[config.mk]
export PLATFORM = sky130hd
export DESIGN_NAME = lgc_top
export DESIGN_NICKNAME = d
export VERILOG_FILES = /design/src/lgc_pkg.sv /design/src/lgc_top.sv
export SDC_FILE = /design/constraint.sdc
export NUM_CORES = 1
export LEC_CHECK = 0
export ABC_AREA = 1
export BUFFER_PORTS_ARGS = -buffer_cell sky130_fd_sc_hd__buf_2
export CAP_MARGIN = 20
export CORE_MARGIN = 1
export CORE_UTILIZATION = 36
export CTS_CLUSTER_DIAMETER = 80
export DETAILED_ROUTE_END_ITERATION = 16
export SETUP_SLACK_MARGIN = 0.1
export SLEW_MARGIN = 25
export SYNTH_ARGS = -nofsm -noshare
export SYNTH_HDL_FRONTEND = slang
export SYNTH_SLANG_ARGS = --single-unit
[constraint.sdc]
create_clock -name clk -period 1.2 [get_ports clk]
set_input_delay 0.06 -clock clk [delete_from_list [all_inputs] [get_ports clk]]
set_output_delay 0.06 -clock clk [all_outputs]
set_load 0.02 [all_outputs]
[src/lgc_pkg.sv]
/*
  Holds the register map, field layout, reset values and clock rate table of the
  line unit global clock configuration block.
  Assumes an 8-bit register port with a 16-bit address and one clock domain.
*/
package lgc_pkg;

  // ==========================================================================
  // Register map
  // ==========================================================================
  localparam int          ADDR_W          = 16;
  localparam int          DATA_W          = 8;
  localparam logic [15:0] ADDR_CTL_TWO    = 16'h0fe2;
  localparam logic [15:0] ADDR_CTL_THREE  = 16'h0fe9;
  localparam logic [15:0] ADDR_CLK_SEL    = 16'h0fea;

  // ==========================================================================
  // Fields and reset values
  // ==========================================================================
  localparam int          TWO_FORCE_BIT   = 7;
  localparam int          SEL_CODE_LSB    = 0;
  localparam int          SEL_CODE_W      = 4;
  localparam logic [7:0]  RST_CTL_TWO     = 8'h00;
  localparam logic [7:0]  RST_CTL_THREE   = 8'h00;
  localparam logic [3:0]  RST_RATE_CODE   = 4'h1;
  localparam logic [3:0]  SEL_UPPER_ZERO  = 4'h0;
  localparam logic [7:0]  RD_IDLE         = 8'h00;

  // ==========================================================================
  // Master rate codes and rates in kHz
  // ==========================================================================
  localparam logic [3:0]  CODE_2048_A     = 4'h0;
  localparam logic [3:0]  CODE_1544_A     = 4'h1;
  localparam logic [3:0]  CODE_RSVD_LO    = 4'h2;
  localparam logic [3:0]  CODE_RSVD_HI    = 4'h7;
  localparam logic [3:0]  CODE_4096       = 4'h8;
  localparam logic [3:0]  CODE_3088       = 4'h9;
  localparam logic [3:0]  CODE_8192       = 4'ha;
  localparam logic [3:0]  CODE_6176       = 4'hb;
  localparam logic [3:0]  CODE_16384      = 4'hc;
  localparam logic [3:0]  CODE_12352      = 4'hd;
  localparam logic [3:0]  CODE_2048_B     = 4'he;
  localparam logic [3:0]  CODE_1544_B     = 4'hf;
  localparam logic [14:0] KHZ_1544        = 15'h0608;
  localparam logic [14:0] KHZ_2048        = 15'h0800;
  localparam logic [14:0] KHZ_3088        = 15'h0c10;
  localparam logic [14:0] KHZ_4096        = 15'h1000;
  localparam logic [14:0] KHZ_6176        = 15'h1820;
  localparam logic [14:0] KHZ_8192        = 15'h2000;
  localparam logic [14:0] KHZ_12352       = 15'h3040;
  localparam logic [14:0] KHZ_16384       = 15'h4000;
  localparam logic [14:0] KHZ_NONE        = 15'h0000;
  localparam logic [1:0]  MULT_X1         = 2'h0;
  localparam logic [1:0]  MULT_X2         = 2'h1;
  localparam logic [1:0]  MULT_X4         = 2'h2;
  localparam logic [1:0]  MULT_X8         = 2'h3;

  // Decoded view of the master clock rate.
  typedef struct packed {
    logic        valid;
    logic        is_e1;
    logic [1:0]  mult;
    logic [14:0] khz;
  } lgc_rate_s;

  localparam lgc_rate_s RATE_RESET = '{valid: 1'b1, is_e1: 1'b0, mult: 2'h0, khz: 15'h0608};

endpackage

[src/lgc_top.sv]
/*
  Holds the global line unit configuration registers and the master clock rate
  decode. Assumes a register master on clk that keeps one-cycle strobes and never
  raises read and write together; the master clock pin rate is set by the system.
*/
// Operation
// - Control two bits 6-0 unused, reset zero; software writes zero to bit 7.
// - Control three is eight bits of plain storage resetting to zero.
// - Clock select bits 3-0 hold the rate code, reset 0001; bits 7-4 reserved zero.
// - Code 0000 is 2.048 MHz, 0001 is 1.544 MHz, 0010-0111 reserved.
// - Codes 1000-1111 map to 4.096, 3.088, 8.192, 6.176, 16.384, 12.352, 2.048, 1.544 MHz.
`timescale 1ns/10ps
module lgc_top (
  input  wire logic                  clk,            // 200 MHz system clock.
  input  wire logic                  rst,            // Asynchronous reset, active high.
  input  wire logic [15:0]           addr,           // Register byte address.
  input  wire logic [7:0]            wr_data,        // Register write data.
  input  wire logic                  wr_en,          // Write strobe, one cycle.
  input  wire logic                  rd_en,          // Read strobe, one cycle.
  output logic      [7:0]            rd_data,        // Read data, cycle after rd_en.
  output logic      [3:0]            master_rate_code, // Programmed rate code.
  output lgc_pkg::lgc_rate_s         master_rate,    // Decoded master clock rate.
  output logic                       cfg_error       // Reserved code or bit 7 set.
);

  // ==========================================================================
  // Address decode
  // ==========================================================================
  // Select lines for each register.
  wire hit_two   = (addr == lgc_pkg::ADDR_CTL_TWO);
  wire hit_three = (addr == lgc_pkg::ADDR_CTL_THREE);
  wire hit_sel   = (addr == lgc_pkg::ADDR_CLK_SEL);
  wire wr_two    = wr_en && hit_two;
  wire wr_three  = wr_en && hit_three;
  wire wr_sel    = wr_en && hit_sel;

  // ==========================================================================
  // Registers
  // ==========================================================================
  logic [7:0]         ctl_two_q;
  logic [7:0]         ctl_three_q;
  logic [3:0]         code_q;
  logic [7:0]         rd_data_q;
  lgc_pkg::lgc_rate_s rate_q;
  logic               cfg_error_q;
  logic [7:0]         rd_data_d;
  lgc_pkg::lgc_rate_s rate_d;
  logic               code_rsvd;

  // Register storage; reserved select bits are not stored and read zero.
  always_ff @(posedge clk or posedge rst)
  begin
    if (rst)
    begin
      ctl_two_q   <= lgc_pkg::RST_CTL_TWO;
      ctl_three_q <= lgc_pkg::RST_CTL_THREE;
      code_q      <= lgc_pkg::RST_RATE_CODE;
    end
    else
    begin
      if (wr_two)
      begin
        ctl_two_q <= wr_data;
      end
      if (wr_three)
      begin
        ctl_three_q <= wr_data;
      end
      if (wr_sel)
      begin
        code_q <= wr_data[lgc_pkg::SEL_CODE_LSB +: lgc_pkg::SEL_CODE_W];
      end
    end
  end

  // ==========================================================================
  // Read path
  // ==========================================================================
  // Read data for the addressed register; unmapped addresses read zero.
  assign rd_data_d = !rd_en    ? lgc_pkg::RD_IDLE :
                     hit_two   ? ctl_two_q :
                     hit_three ? ctl_three_q :
                     hit_sel   ? {lgc_pkg::SEL_UPPER_ZERO, code_q} :
                                 lgc_pkg::RD_IDLE;

  // Read data stands only in the cycle after the strobe.
  always_ff @(posedge clk or posedge rst)
  begin
    if (rst)
    begin
      rd_data_q <= lgc_pkg::RD_IDLE;
    end
    else
    begin
      rd_data_q <= rd_data_d;
    end
  end

  // ==========================================================================
  // Master clock rate decode
  // ==========================================================================
  // Maps a rate code to its rate; reserved codes give an invalid, zero rate.
  function automatic lgc_pkg::lgc_rate_s decode_rate(input logic [3:0] code);
    lgc_pkg::lgc_rate_s r;
    r = '{valid: 1'b1, is_e1: 1'b0, mult: lgc_pkg::MULT_X1, khz: lgc_pkg::KHZ_NONE};
    case (code)
      lgc_pkg::CODE_2048_A: r = '{1'b1, 1'b1, lgc_pkg::MULT_X1, lgc_pkg::KHZ_2048};
      lgc_pkg::CODE_1544_A: r = '{1'b1, 1'b0, lgc_pkg::MULT_X1, lgc_pkg::KHZ_1544};
      lgc_pkg::CODE_4096:   r = '{1'b1, 1'b1, lgc_pkg::MULT_X2, lgc_pkg::KHZ_4096};
      lgc_pkg::CODE_3088:   r = '{1'b1, 1'b0, lgc_pkg::MULT_X2, lgc_pkg::KHZ_3088};
      lgc_pkg::CODE_8192:   r = '{1'b1, 1'b1, lgc_pkg::MULT_X4, lgc_pkg::KHZ_8192};
      lgc_pkg::CODE_6176:   r = '{1'b1, 1'b0, lgc_pkg::MULT_X4, lgc_pkg::KHZ_6176};
      lgc_pkg::CODE_16384:  r = '{1'b1, 1'b1, lgc_pkg::MULT_X8, lgc_pkg::KHZ_16384};
      lgc_pkg::CODE_12352:  r = '{1'b1, 1'b0, lgc_pkg::MULT_X8, lgc_pkg::KHZ_12352};
      lgc_pkg::CODE_2048_B: r = '{1'b1, 1'b1, lgc_pkg::MULT_X1, lgc_pkg::KHZ_2048};
      lgc_pkg::CODE_1544_B: r = '{1'b1, 1'b0, lgc_pkg::MULT_X1, lgc_pkg::KHZ_1544};
      default:              r = '{1'b0, 1'b0, lgc_pkg::MULT_X1, lgc_pkg::KHZ_NONE};
    endcase
    return r;
  endfunction

  // Decoded rate and error flag for the current code.
  assign rate_d    = decode_rate(code_q);
  assign code_rsvd = (code_q >= lgc_pkg::CODE_RSVD_LO) && (code_q <= lgc_pkg::CODE_RSVD_HI);

  // Registered decode; the error also covers a one written to the force bit.
  always_ff @(posedge clk or posedge rst)
  begin
    if (rst)
    begin
      rate_q      <= lgc_pkg::RATE_RESET;
      cfg_error_q <= 1'b0;
    end
    else
    begin
      rate_q      <= rate_d;
      cfg_error_q <= code_rsvd || ctl_two_q[lgc_pkg::TWO_FORCE_BIT];
    end
  end

  // Outputs come straight from flip-flops.
  assign rd_data          = rd_data_q;
  assign master_rate_code = code_q;
  assign master_rate      = rate_q;
  assign cfg_error        = cfg_error_q;

  // ==========================================================================
  // Assertions
  // ==========================================================================
  a_two_write_read: assert property (@(posedge clk) disable iff (rst)
    (wr_two ##1 (rd_en && hit_two && !wr_en)) |=> (rd_data == $past(wr_data, 2)))
    else $error("Control two did not read back the written value.");

  a_three_store: assert property (@(posedge clk) disable iff (rst)
    wr_three |=> (ctl_three_q == $past(wr_data)) && (rd_data == lgc_pkg::RD_IDLE || $past(rd_en)))
    else $error("Control three did not store the written value.");

  a_sel_read_upper: assert property (@(posedge clk) disable iff (rst)
    (rd_en && hit_sel) |=> (rd_data[7:4] == 4'h0) && (rd_data[3:0] == $past(code_q)))
    else $error("Clock select read returned wrong code or nonzero upper bits.");

  a_sel_store_code: assert property (@(posedge clk) disable iff (rst)
    wr_sel |=> (master_rate_code == $past(wr_data[3:0])))
    else $error("Rate code did not take the written low nibble.");

  a_rate_base_codes: assert property (@(posedge clk) disable iff (rst)
    ($past(code_q) == 4'h0 && !$past(rst)) |-> (master_rate.khz == 15'h0800) && master_rate.valid)
    else $error("Code zero did not decode to 2048 kHz.");

  a_rate_high_codes: assert property (@(posedge clk) disable iff (rst)
    (code_q == 4'hc) ##1 (code_q == 4'hc) |-> (master_rate.khz == 15'h4000) && master_rate.is_e1)
    else $error("Code 1100 did not decode to 16384 kHz.");

  a_rate_tail_codes: assert property (@(posedge clk) disable iff (rst)
    (code_q == 4'hd) |=> (master_rate.khz == 15'h3040) && (master_rate.mult == 2'h3))
    else $error("Code 1101 did not decode to 12352 kHz.");

  a_reserved_error: assert property (@(posedge clk) disable iff (rst)
    (code_q inside {[4'h2:4'h7]}) |=> cfg_error && !master_rate.valid)
    else $error("Reserved rate code did not raise the configuration error.");

  a_force_bit_error: assert property (@(posedge clk) disable iff (rst)
    (wr_two && wr_data[7]) |=> ##1 cfg_error)
    else $error("A one in the force bit did not raise the configuration error.");

  // ==========================================================================
  // Assertions on the full decode table
  // ==========================================================================
  // Each supported code must give its whole decoded word one cycle later.
  a_rate_code_zero: assert property (@(posedge clk) disable iff (rst)
    (code_q == 4'h0) |=> (master_rate == 19'h60800))
    else $error("Code 0000 did not give the full 2048 kHz decode.");

  a_rate_code_one: assert property (@(posedge clk) disable iff (rst)
    (code_q == 4'h1) |=> (master_rate == 19'h40608))
    else $error("Code 0001 did not give the full 1544 kHz decode.");

  a_rate_code_eight: assert property (@(posedge clk) disable iff (rst)
    (code_q == 4'h8) |=> (master_rate == 19'h69000))
    else $error("Code 1000 did not give the full 4096 kHz decode.");

  a_rate_code_nine: assert property (@(posedge clk) disable iff (rst)
    (code_q == 4'h9) |=> (master_rate == 19'h48c10))
    else $error("Code 1001 did not give the full 3088 kHz decode.");

  a_rate_code_ten: assert property (@(posedge clk) disable iff (rst)
    (code_q == 4'ha) |=> (master_rate == 19'h72000))
    else $error("Code 1010 did not give the full 8192 kHz decode.");

  a_rate_code_eleven: assert property (@(posedge clk) disable iff (rst)
    (code_q == 4'hb) |=> (master_rate == 19'h51820))
    else $error("Code 1011 did not give the full 6176 kHz decode.");

  a_rate_code_twelve: assert property (@(posedge clk) disable iff (rst)
    (code_q == 4'hc) |=> (master_rate == 19'h7c000))
    else $error("Code 1100 did not give the full 16384 kHz decode.");

  a_rate_code_thirteen: assert property (@(posedge clk) disable iff (rst)
    (code_q == 4'hd) |=> (master_rate == 19'h5b040))
    else $error("Code 1101 did not give the full 12352 kHz decode.");

  a_rate_code_fourteen: assert property (@(posedge clk) disable iff (rst)
    (code_q == 4'he) |=> (master_rate == 19'h60800))
    else $error("Code 1110 did not give the full 2048 kHz decode.");

  a_rate_code_fifteen: assert property (@(posedge clk) disable iff (rst)
    (code_q == 4'hf) |=> (master_rate == 19'h40608))
    else $error("Code 1111 did not give the full 1544 kHz decode.");

  a_valid_rate_flag: assert property (@(posedge clk) disable iff (rst)
    !(code_q inside {[4'h2:4'h7]}) |=> master_rate.valid)
    else $error("A supported code gave an invalid rate.");

  a_valid_rate_nonzero: assert property (@(posedge clk) disable iff (rst)
    master_rate.valid |-> (master_rate.khz != 15'h0000))
    else $error("A valid rate carried a zero frequency.");

  // ==========================================================================
  // Assertions on reserved codes and the configuration error
  // ==========================================================================
  // The error must follow its two causes exactly, with nothing else raising it.
  a_rsvd_rate_zero: assert property (@(posedge clk) disable iff (rst)
    (code_q inside {[4'h2:4'h7]}) |=> (master_rate == 19'h00000))
    else $error("A reserved code did not give an all-zero decode.");

  a_rsvd_code_kept: assert property (@(posedge clk) disable iff (rst)
    (wr_sel && (wr_data[3:0] == 4'h5)) |=> (master_rate_code == 4'h5))
    else $error("A reserved code was not kept as written.");

  a_clean_no_error: assert property (@(posedge clk) disable iff (rst)
    (!(code_q inside {[4'h2:4'h7]}) && !ctl_two_q[7]) |=> !cfg_error)
    else $error("The configuration error rose with no cause.");

  a_error_needs_cause: assert property (@(posedge clk) disable iff (rst)
    cfg_error |-> ($past(code_q inside {[4'h2:4'h7]}) || $past(ctl_two_q[7])))
    else $error("The configuration error stood with no cause one cycle before.");

  a_force_bit_hold: assert property (@(posedge clk) disable iff (rst)
    ctl_two_q[7] |=> cfg_error)
    else $error("The configuration error fell while the force bit was set.");

  // ==========================================================================
  // Assertions on register storage
  // ==========================================================================
  // Registers change only on a write to their own address.
  a_two_store: assert property (@(posedge clk) disable iff (rst)
    wr_two |=> (ctl_two_q == $past(wr_data)))
    else $error("Control two did not store the written value.");

  a_two_hold: assert property (@(posedge clk) disable iff (rst)
    !wr_two |=> $stable(ctl_two_q))
    else $error("Control two changed without a write.");

  a_three_hold: assert property (@(posedge clk) disable iff (rst)
    !wr_three |=> $stable(ctl_three_q))
    else $error("Control three changed without a write.");

  a_rate_code_hold: assert property (@(posedge clk) disable iff (rst)
    !wr_sel |=> $stable(master_rate_code))
    else $error("The rate code changed without a write.");

  // ==========================================================================
  // Assertions on the read path
  // ==========================================================================
  // Read data stand one cycle after the strobe and are zero otherwise.
  a_rd_idle_zero: assert property (@(posedge clk) disable iff (rst)
    !rd_en |=> (rd_data == 8'h00))
    else $error("Read data were not zero outside a read.");

  a_rd_unmapped_zero: assert property (@(posedge clk) disable iff (rst)
    (rd_en && !hit_two && !hit_three && !hit_sel) |=> (rd_data == 8'h00))
    else $error("An unmapped read returned nonzero data.");

  a_two_read_value: assert property (@(posedge clk) disable iff (rst)
    (rd_en && hit_two) |=> (rd_data == $past(ctl_two_q)))
    else $error("Control two read returned the wrong value.");

  a_three_read_value: assert property (@(posedge clk) disable iff (rst)
    (rd_en && hit_three) |=> (rd_data == $past(ctl_three_q)))
    else $error("Control three read returned the wrong value.");

  a_sel_read_full: assert property (@(posedge clk) disable iff (rst)
    (rd_en && hit_sel) |=> (rd_data == {4'h0, $past(master_rate_code)}))
    else $error("Clock select read returned the wrong byte.");

endmodule // lgc_top

==> results.json <==
{
  "cellPowerDensity_nw_per_um2": 929,
  "layout-drive-gt1-share_pct": 41.7,
  "drtAntennaViolNets": 0,
  "clockBufferDepth": 2,
  "gp_congestion": 0.735,
  "whs_ns": 0.0392,
  "multi_input_area_um2": 858,
  "final_util_pct": 50.9,
  "die_area_um2": 5900,
  "min_period_ns": 1.18,
  "nets": 323,
  "dp_hpwl_um": 2900,
  "setup_tns_ns": 0,
  "critPathMaxFanout": 3,
  "core_area_um2": 5240,
  "synthCells": 217,
  "drt_iter0_markers": 34,
  "vias": 1577,
  "yosysWarnings": 0,
  "p_total_mw": 2.48,
  "slew_viol_final": 0,
  "clockRootBuffer": "clkbuf_8",
  "fillers": 504,
  "path_buf_inv": 2,
  "drc_errors": 0,
  "grt.total_usage_pct": 14.6,
  "antenna_cells": 0,
  "dr.pass1.iters": 4,
  "setup_ws_ns": 0.0185,
  "postSynthAreaPerCell_um2": 9.29,
  "grt_pass1_wl_um": 6610,
  "dp_cells": 343,
  "slowest_stage": "dfstp_2",
  "hold_path_class": "in2reg",
  "numPortBuffers": 54,
  "status": "complete, no violations",
  "synth_seq_cells": 42,
  "regArea_um2": 1060,
  "wl_per_cell_um": 11.2,
  "num_io_pins": 60,
  "ir_worst_vdd_mv": 0.400,
  "num_rows": 26,
  "clock_sinks": 42,
  "setup_viol": 0,
  "cts_tree": "yes",
  "rsz0062_at_grt": "yes",
  "insertion_delay_ns": 0.30,
  "final_cells": 360,
  "worstSetupPathType": "reg2reg",
  "finalInstanceArea_um2": 2670,
  "drv_cap": 0,
  "post-route-period-util_pct": 98.5,
  "routed_wl_um": 4030,
  "syn2layout_area_growth_pct": 32.3,
  "cp_slowest_stage_delay_ns": 0.57,
  "cts.htree.levels": 2,
  "cp.required_ns": 1.39,
  "critPathCaptureType": "register",
  "cp.arrival_ns": 1.37,
  "p_leak_nw": 1.45,
  "first_global_vias": 1473,
  "netlist_area_um2": 2020,
  "seq_area_frac_synth_pct": 52.4,
  "grt_antenna_before_repair": 0,
  "die_y_um": 76.8,
  "cts_buffers": 5,
  "crit_path_start_kind": "register",
  "die_w_um": 76.8,
  "final_hold_viol_count": 0,
  "cp_top_family": "flip-flops",
  "clkTransAtPathRegs_ns": 0.09,
  "place_area_um2": 2420,
  "grt-ovfl-total": 0,
  "fmaxAchievable_mhz": 846,
  "grt_max_degree": 43,
  "start_util_pct": 38.5,
  "viasPerCell": 4.38,
  "skew_ns": 0.0135,
  "ys_types": 30,
  "dp_slack_ns": -0.0595,
  "crit_chain": "buf_6 -> inv_6 -> ha_4 -> nor3_2 -> o21bai_1"
}
## registers in the layout (all words and copies together), names as in the netlist
signal            cells
master_rate          13
ctl_three_q           8
ctl_two_q             8
rd_data               8
cfg_error             1
master_rate_code      4
## per-layer routing
metal  track usage (%)  share of wire (%)  vias to the layer above
li1                  -                  -                      820
met1              18.3                 47                      708
met2              22.9                 47                       43
met3              3.45                4.6                        6
met4              8.65                2.1                        0
met5                 0                  0                        -
## logic make-up after synthesis
group / synth area share (%)
flip-flops: 52.4
other: 0.186
adder cells (fa/ha/maj): 3.72
buffers and inverters: 9.93
AND/OR/NAND/NOR: 23.6
AO/OA/AOI/OAI: 10.2
## layout by cell type, fill, tap and decap left out, types with 2 or more instances in the layout
master | Yosys | layout
buf_12 | 1 | 2
buf_2 | 0 | 52
buf_4 | 7 | 9
buf_6 | 1 | 4
clkbuf_8 | 0 | 5
conb_1 | 1 | 5
dfrtp_1 | 38 | 36
dfrtp_2 | 0 | 2
dfstp_2 | 4 | 4
dlygate4sd3_1 | 0 | 4
ha_1 | 6 | 2
ha_4 | 0 | 3
inv_1 | 30 | 25
inv_2 | 0 | 3
nand2_1 | 40 | 38
nand2_2 | 3 | 5
nand2_4 | 2 | 2
nand3_1 | 17 | 16
nor2_1 | 24 | 23
nor2_2 | 3 | 4
nor2_4 | 2 | 2
o21a_1 | 5 | 5
o21ai_0 | 11 | 10
o21ai_2 | 8 | 8
o22ai_2 | 0 | 2
## final timing paths
| check | start | to | slack (ns) | cells after the start |
|---|---|---|---|---|
| setup / recovery | master_rate_code[0]$_DFFE_PP1P_ | cfg_error$_DFF_PP0_ | 0.02 | 5 |
| hold / removal | wr_data[0] | ctl_two_q[0]$_DFFE_PP0P_ | 0.04 | 3 |
| setup reg to reg | master_rate_code[0]$_DFFE_PP1P_ | cfg_error$_DFF_PP0_ | 0.02 | 5 |
| hold reg to reg | ctl_two_q[5]$_DFFE_PP0P_ | ctl_two_q[5]$_DFFE_PP0P_ | 0.49 | 2 |
| max in group asynchronous | rst | master_rate_code[0]$_DFFE_PP1P_ | 0.59 | 4 |
| min in group asynchronous | rst | ctl_two_q[4]$_DFFE_PP0P_ | 0.35 | 4 |
## cells in the mapped netlist
library cell  number  area, um2
ha_1               6       75.1
a21boi_0           1       7.51
nand2_4            2       22.5
nand3_2            1       10.0
buf_6              1       11.3
o21ai_2            8       70.1
nor2_2             3       18.8
conb_1             1       3.75
or2_2              1       6.26
nor3_1             1       5.00
o221ai_1           1       8.76
nor2_1            24       90.1
dfrtp_1           38        951
nor2_8             1       20.0
buf_4              7       52.6
nand3_1           17       85.1
inv_1             30        113
nand2_1           40        150
o21a_1             5       37.5
o21bai_1           1       7.51
o22ai_1            3       18.8
dfstp_2            4        105
nand4_1            1       6.26
nand2_2            3       18.8
buf_12             1       20.0
and2_4             1       8.76
nand3b_2           1       11.3
clkbuf_1           1       3.75
nor2_4             2       22.5
o21ai_0           11       55.1
## power breakdown
group          internal (mW)  switching, mW  leakage, nW
Sequential              1.42       0.000259        0.543
Combinational         0.0581         0.0910        0.865
Clock                  0.409          0.506       0.0441
## layout make-up
class	instances	share of cell area [%]
Inverter	30	4.50
Tap cell	70	3.28
Timing Repair Buffer	71	17.0
Clock buffer	5	2.58
Multi-Input combinational cell	139	32.2
Sequential cell	42	39.7
Clock inverter	3	0.797
## worst reg2reg max path, stage by stage, from the launching register on
cell      delay, ns
dfstp_2        0.57
buf_6          0.12
inv_6          0.04
ha_4           0.16
nor3_2         0.10
o21bai_1       0.07
## timing repair
item	in CTS	in global routing
pin swaps	1	4
setup buffers	5	0
setup endpoints to repair	9	14
hold endpoints to repair	42	0
resized for setup	4	16
hold buffers	4	0
Note: power is estimated with default switching activity, not from simulation.
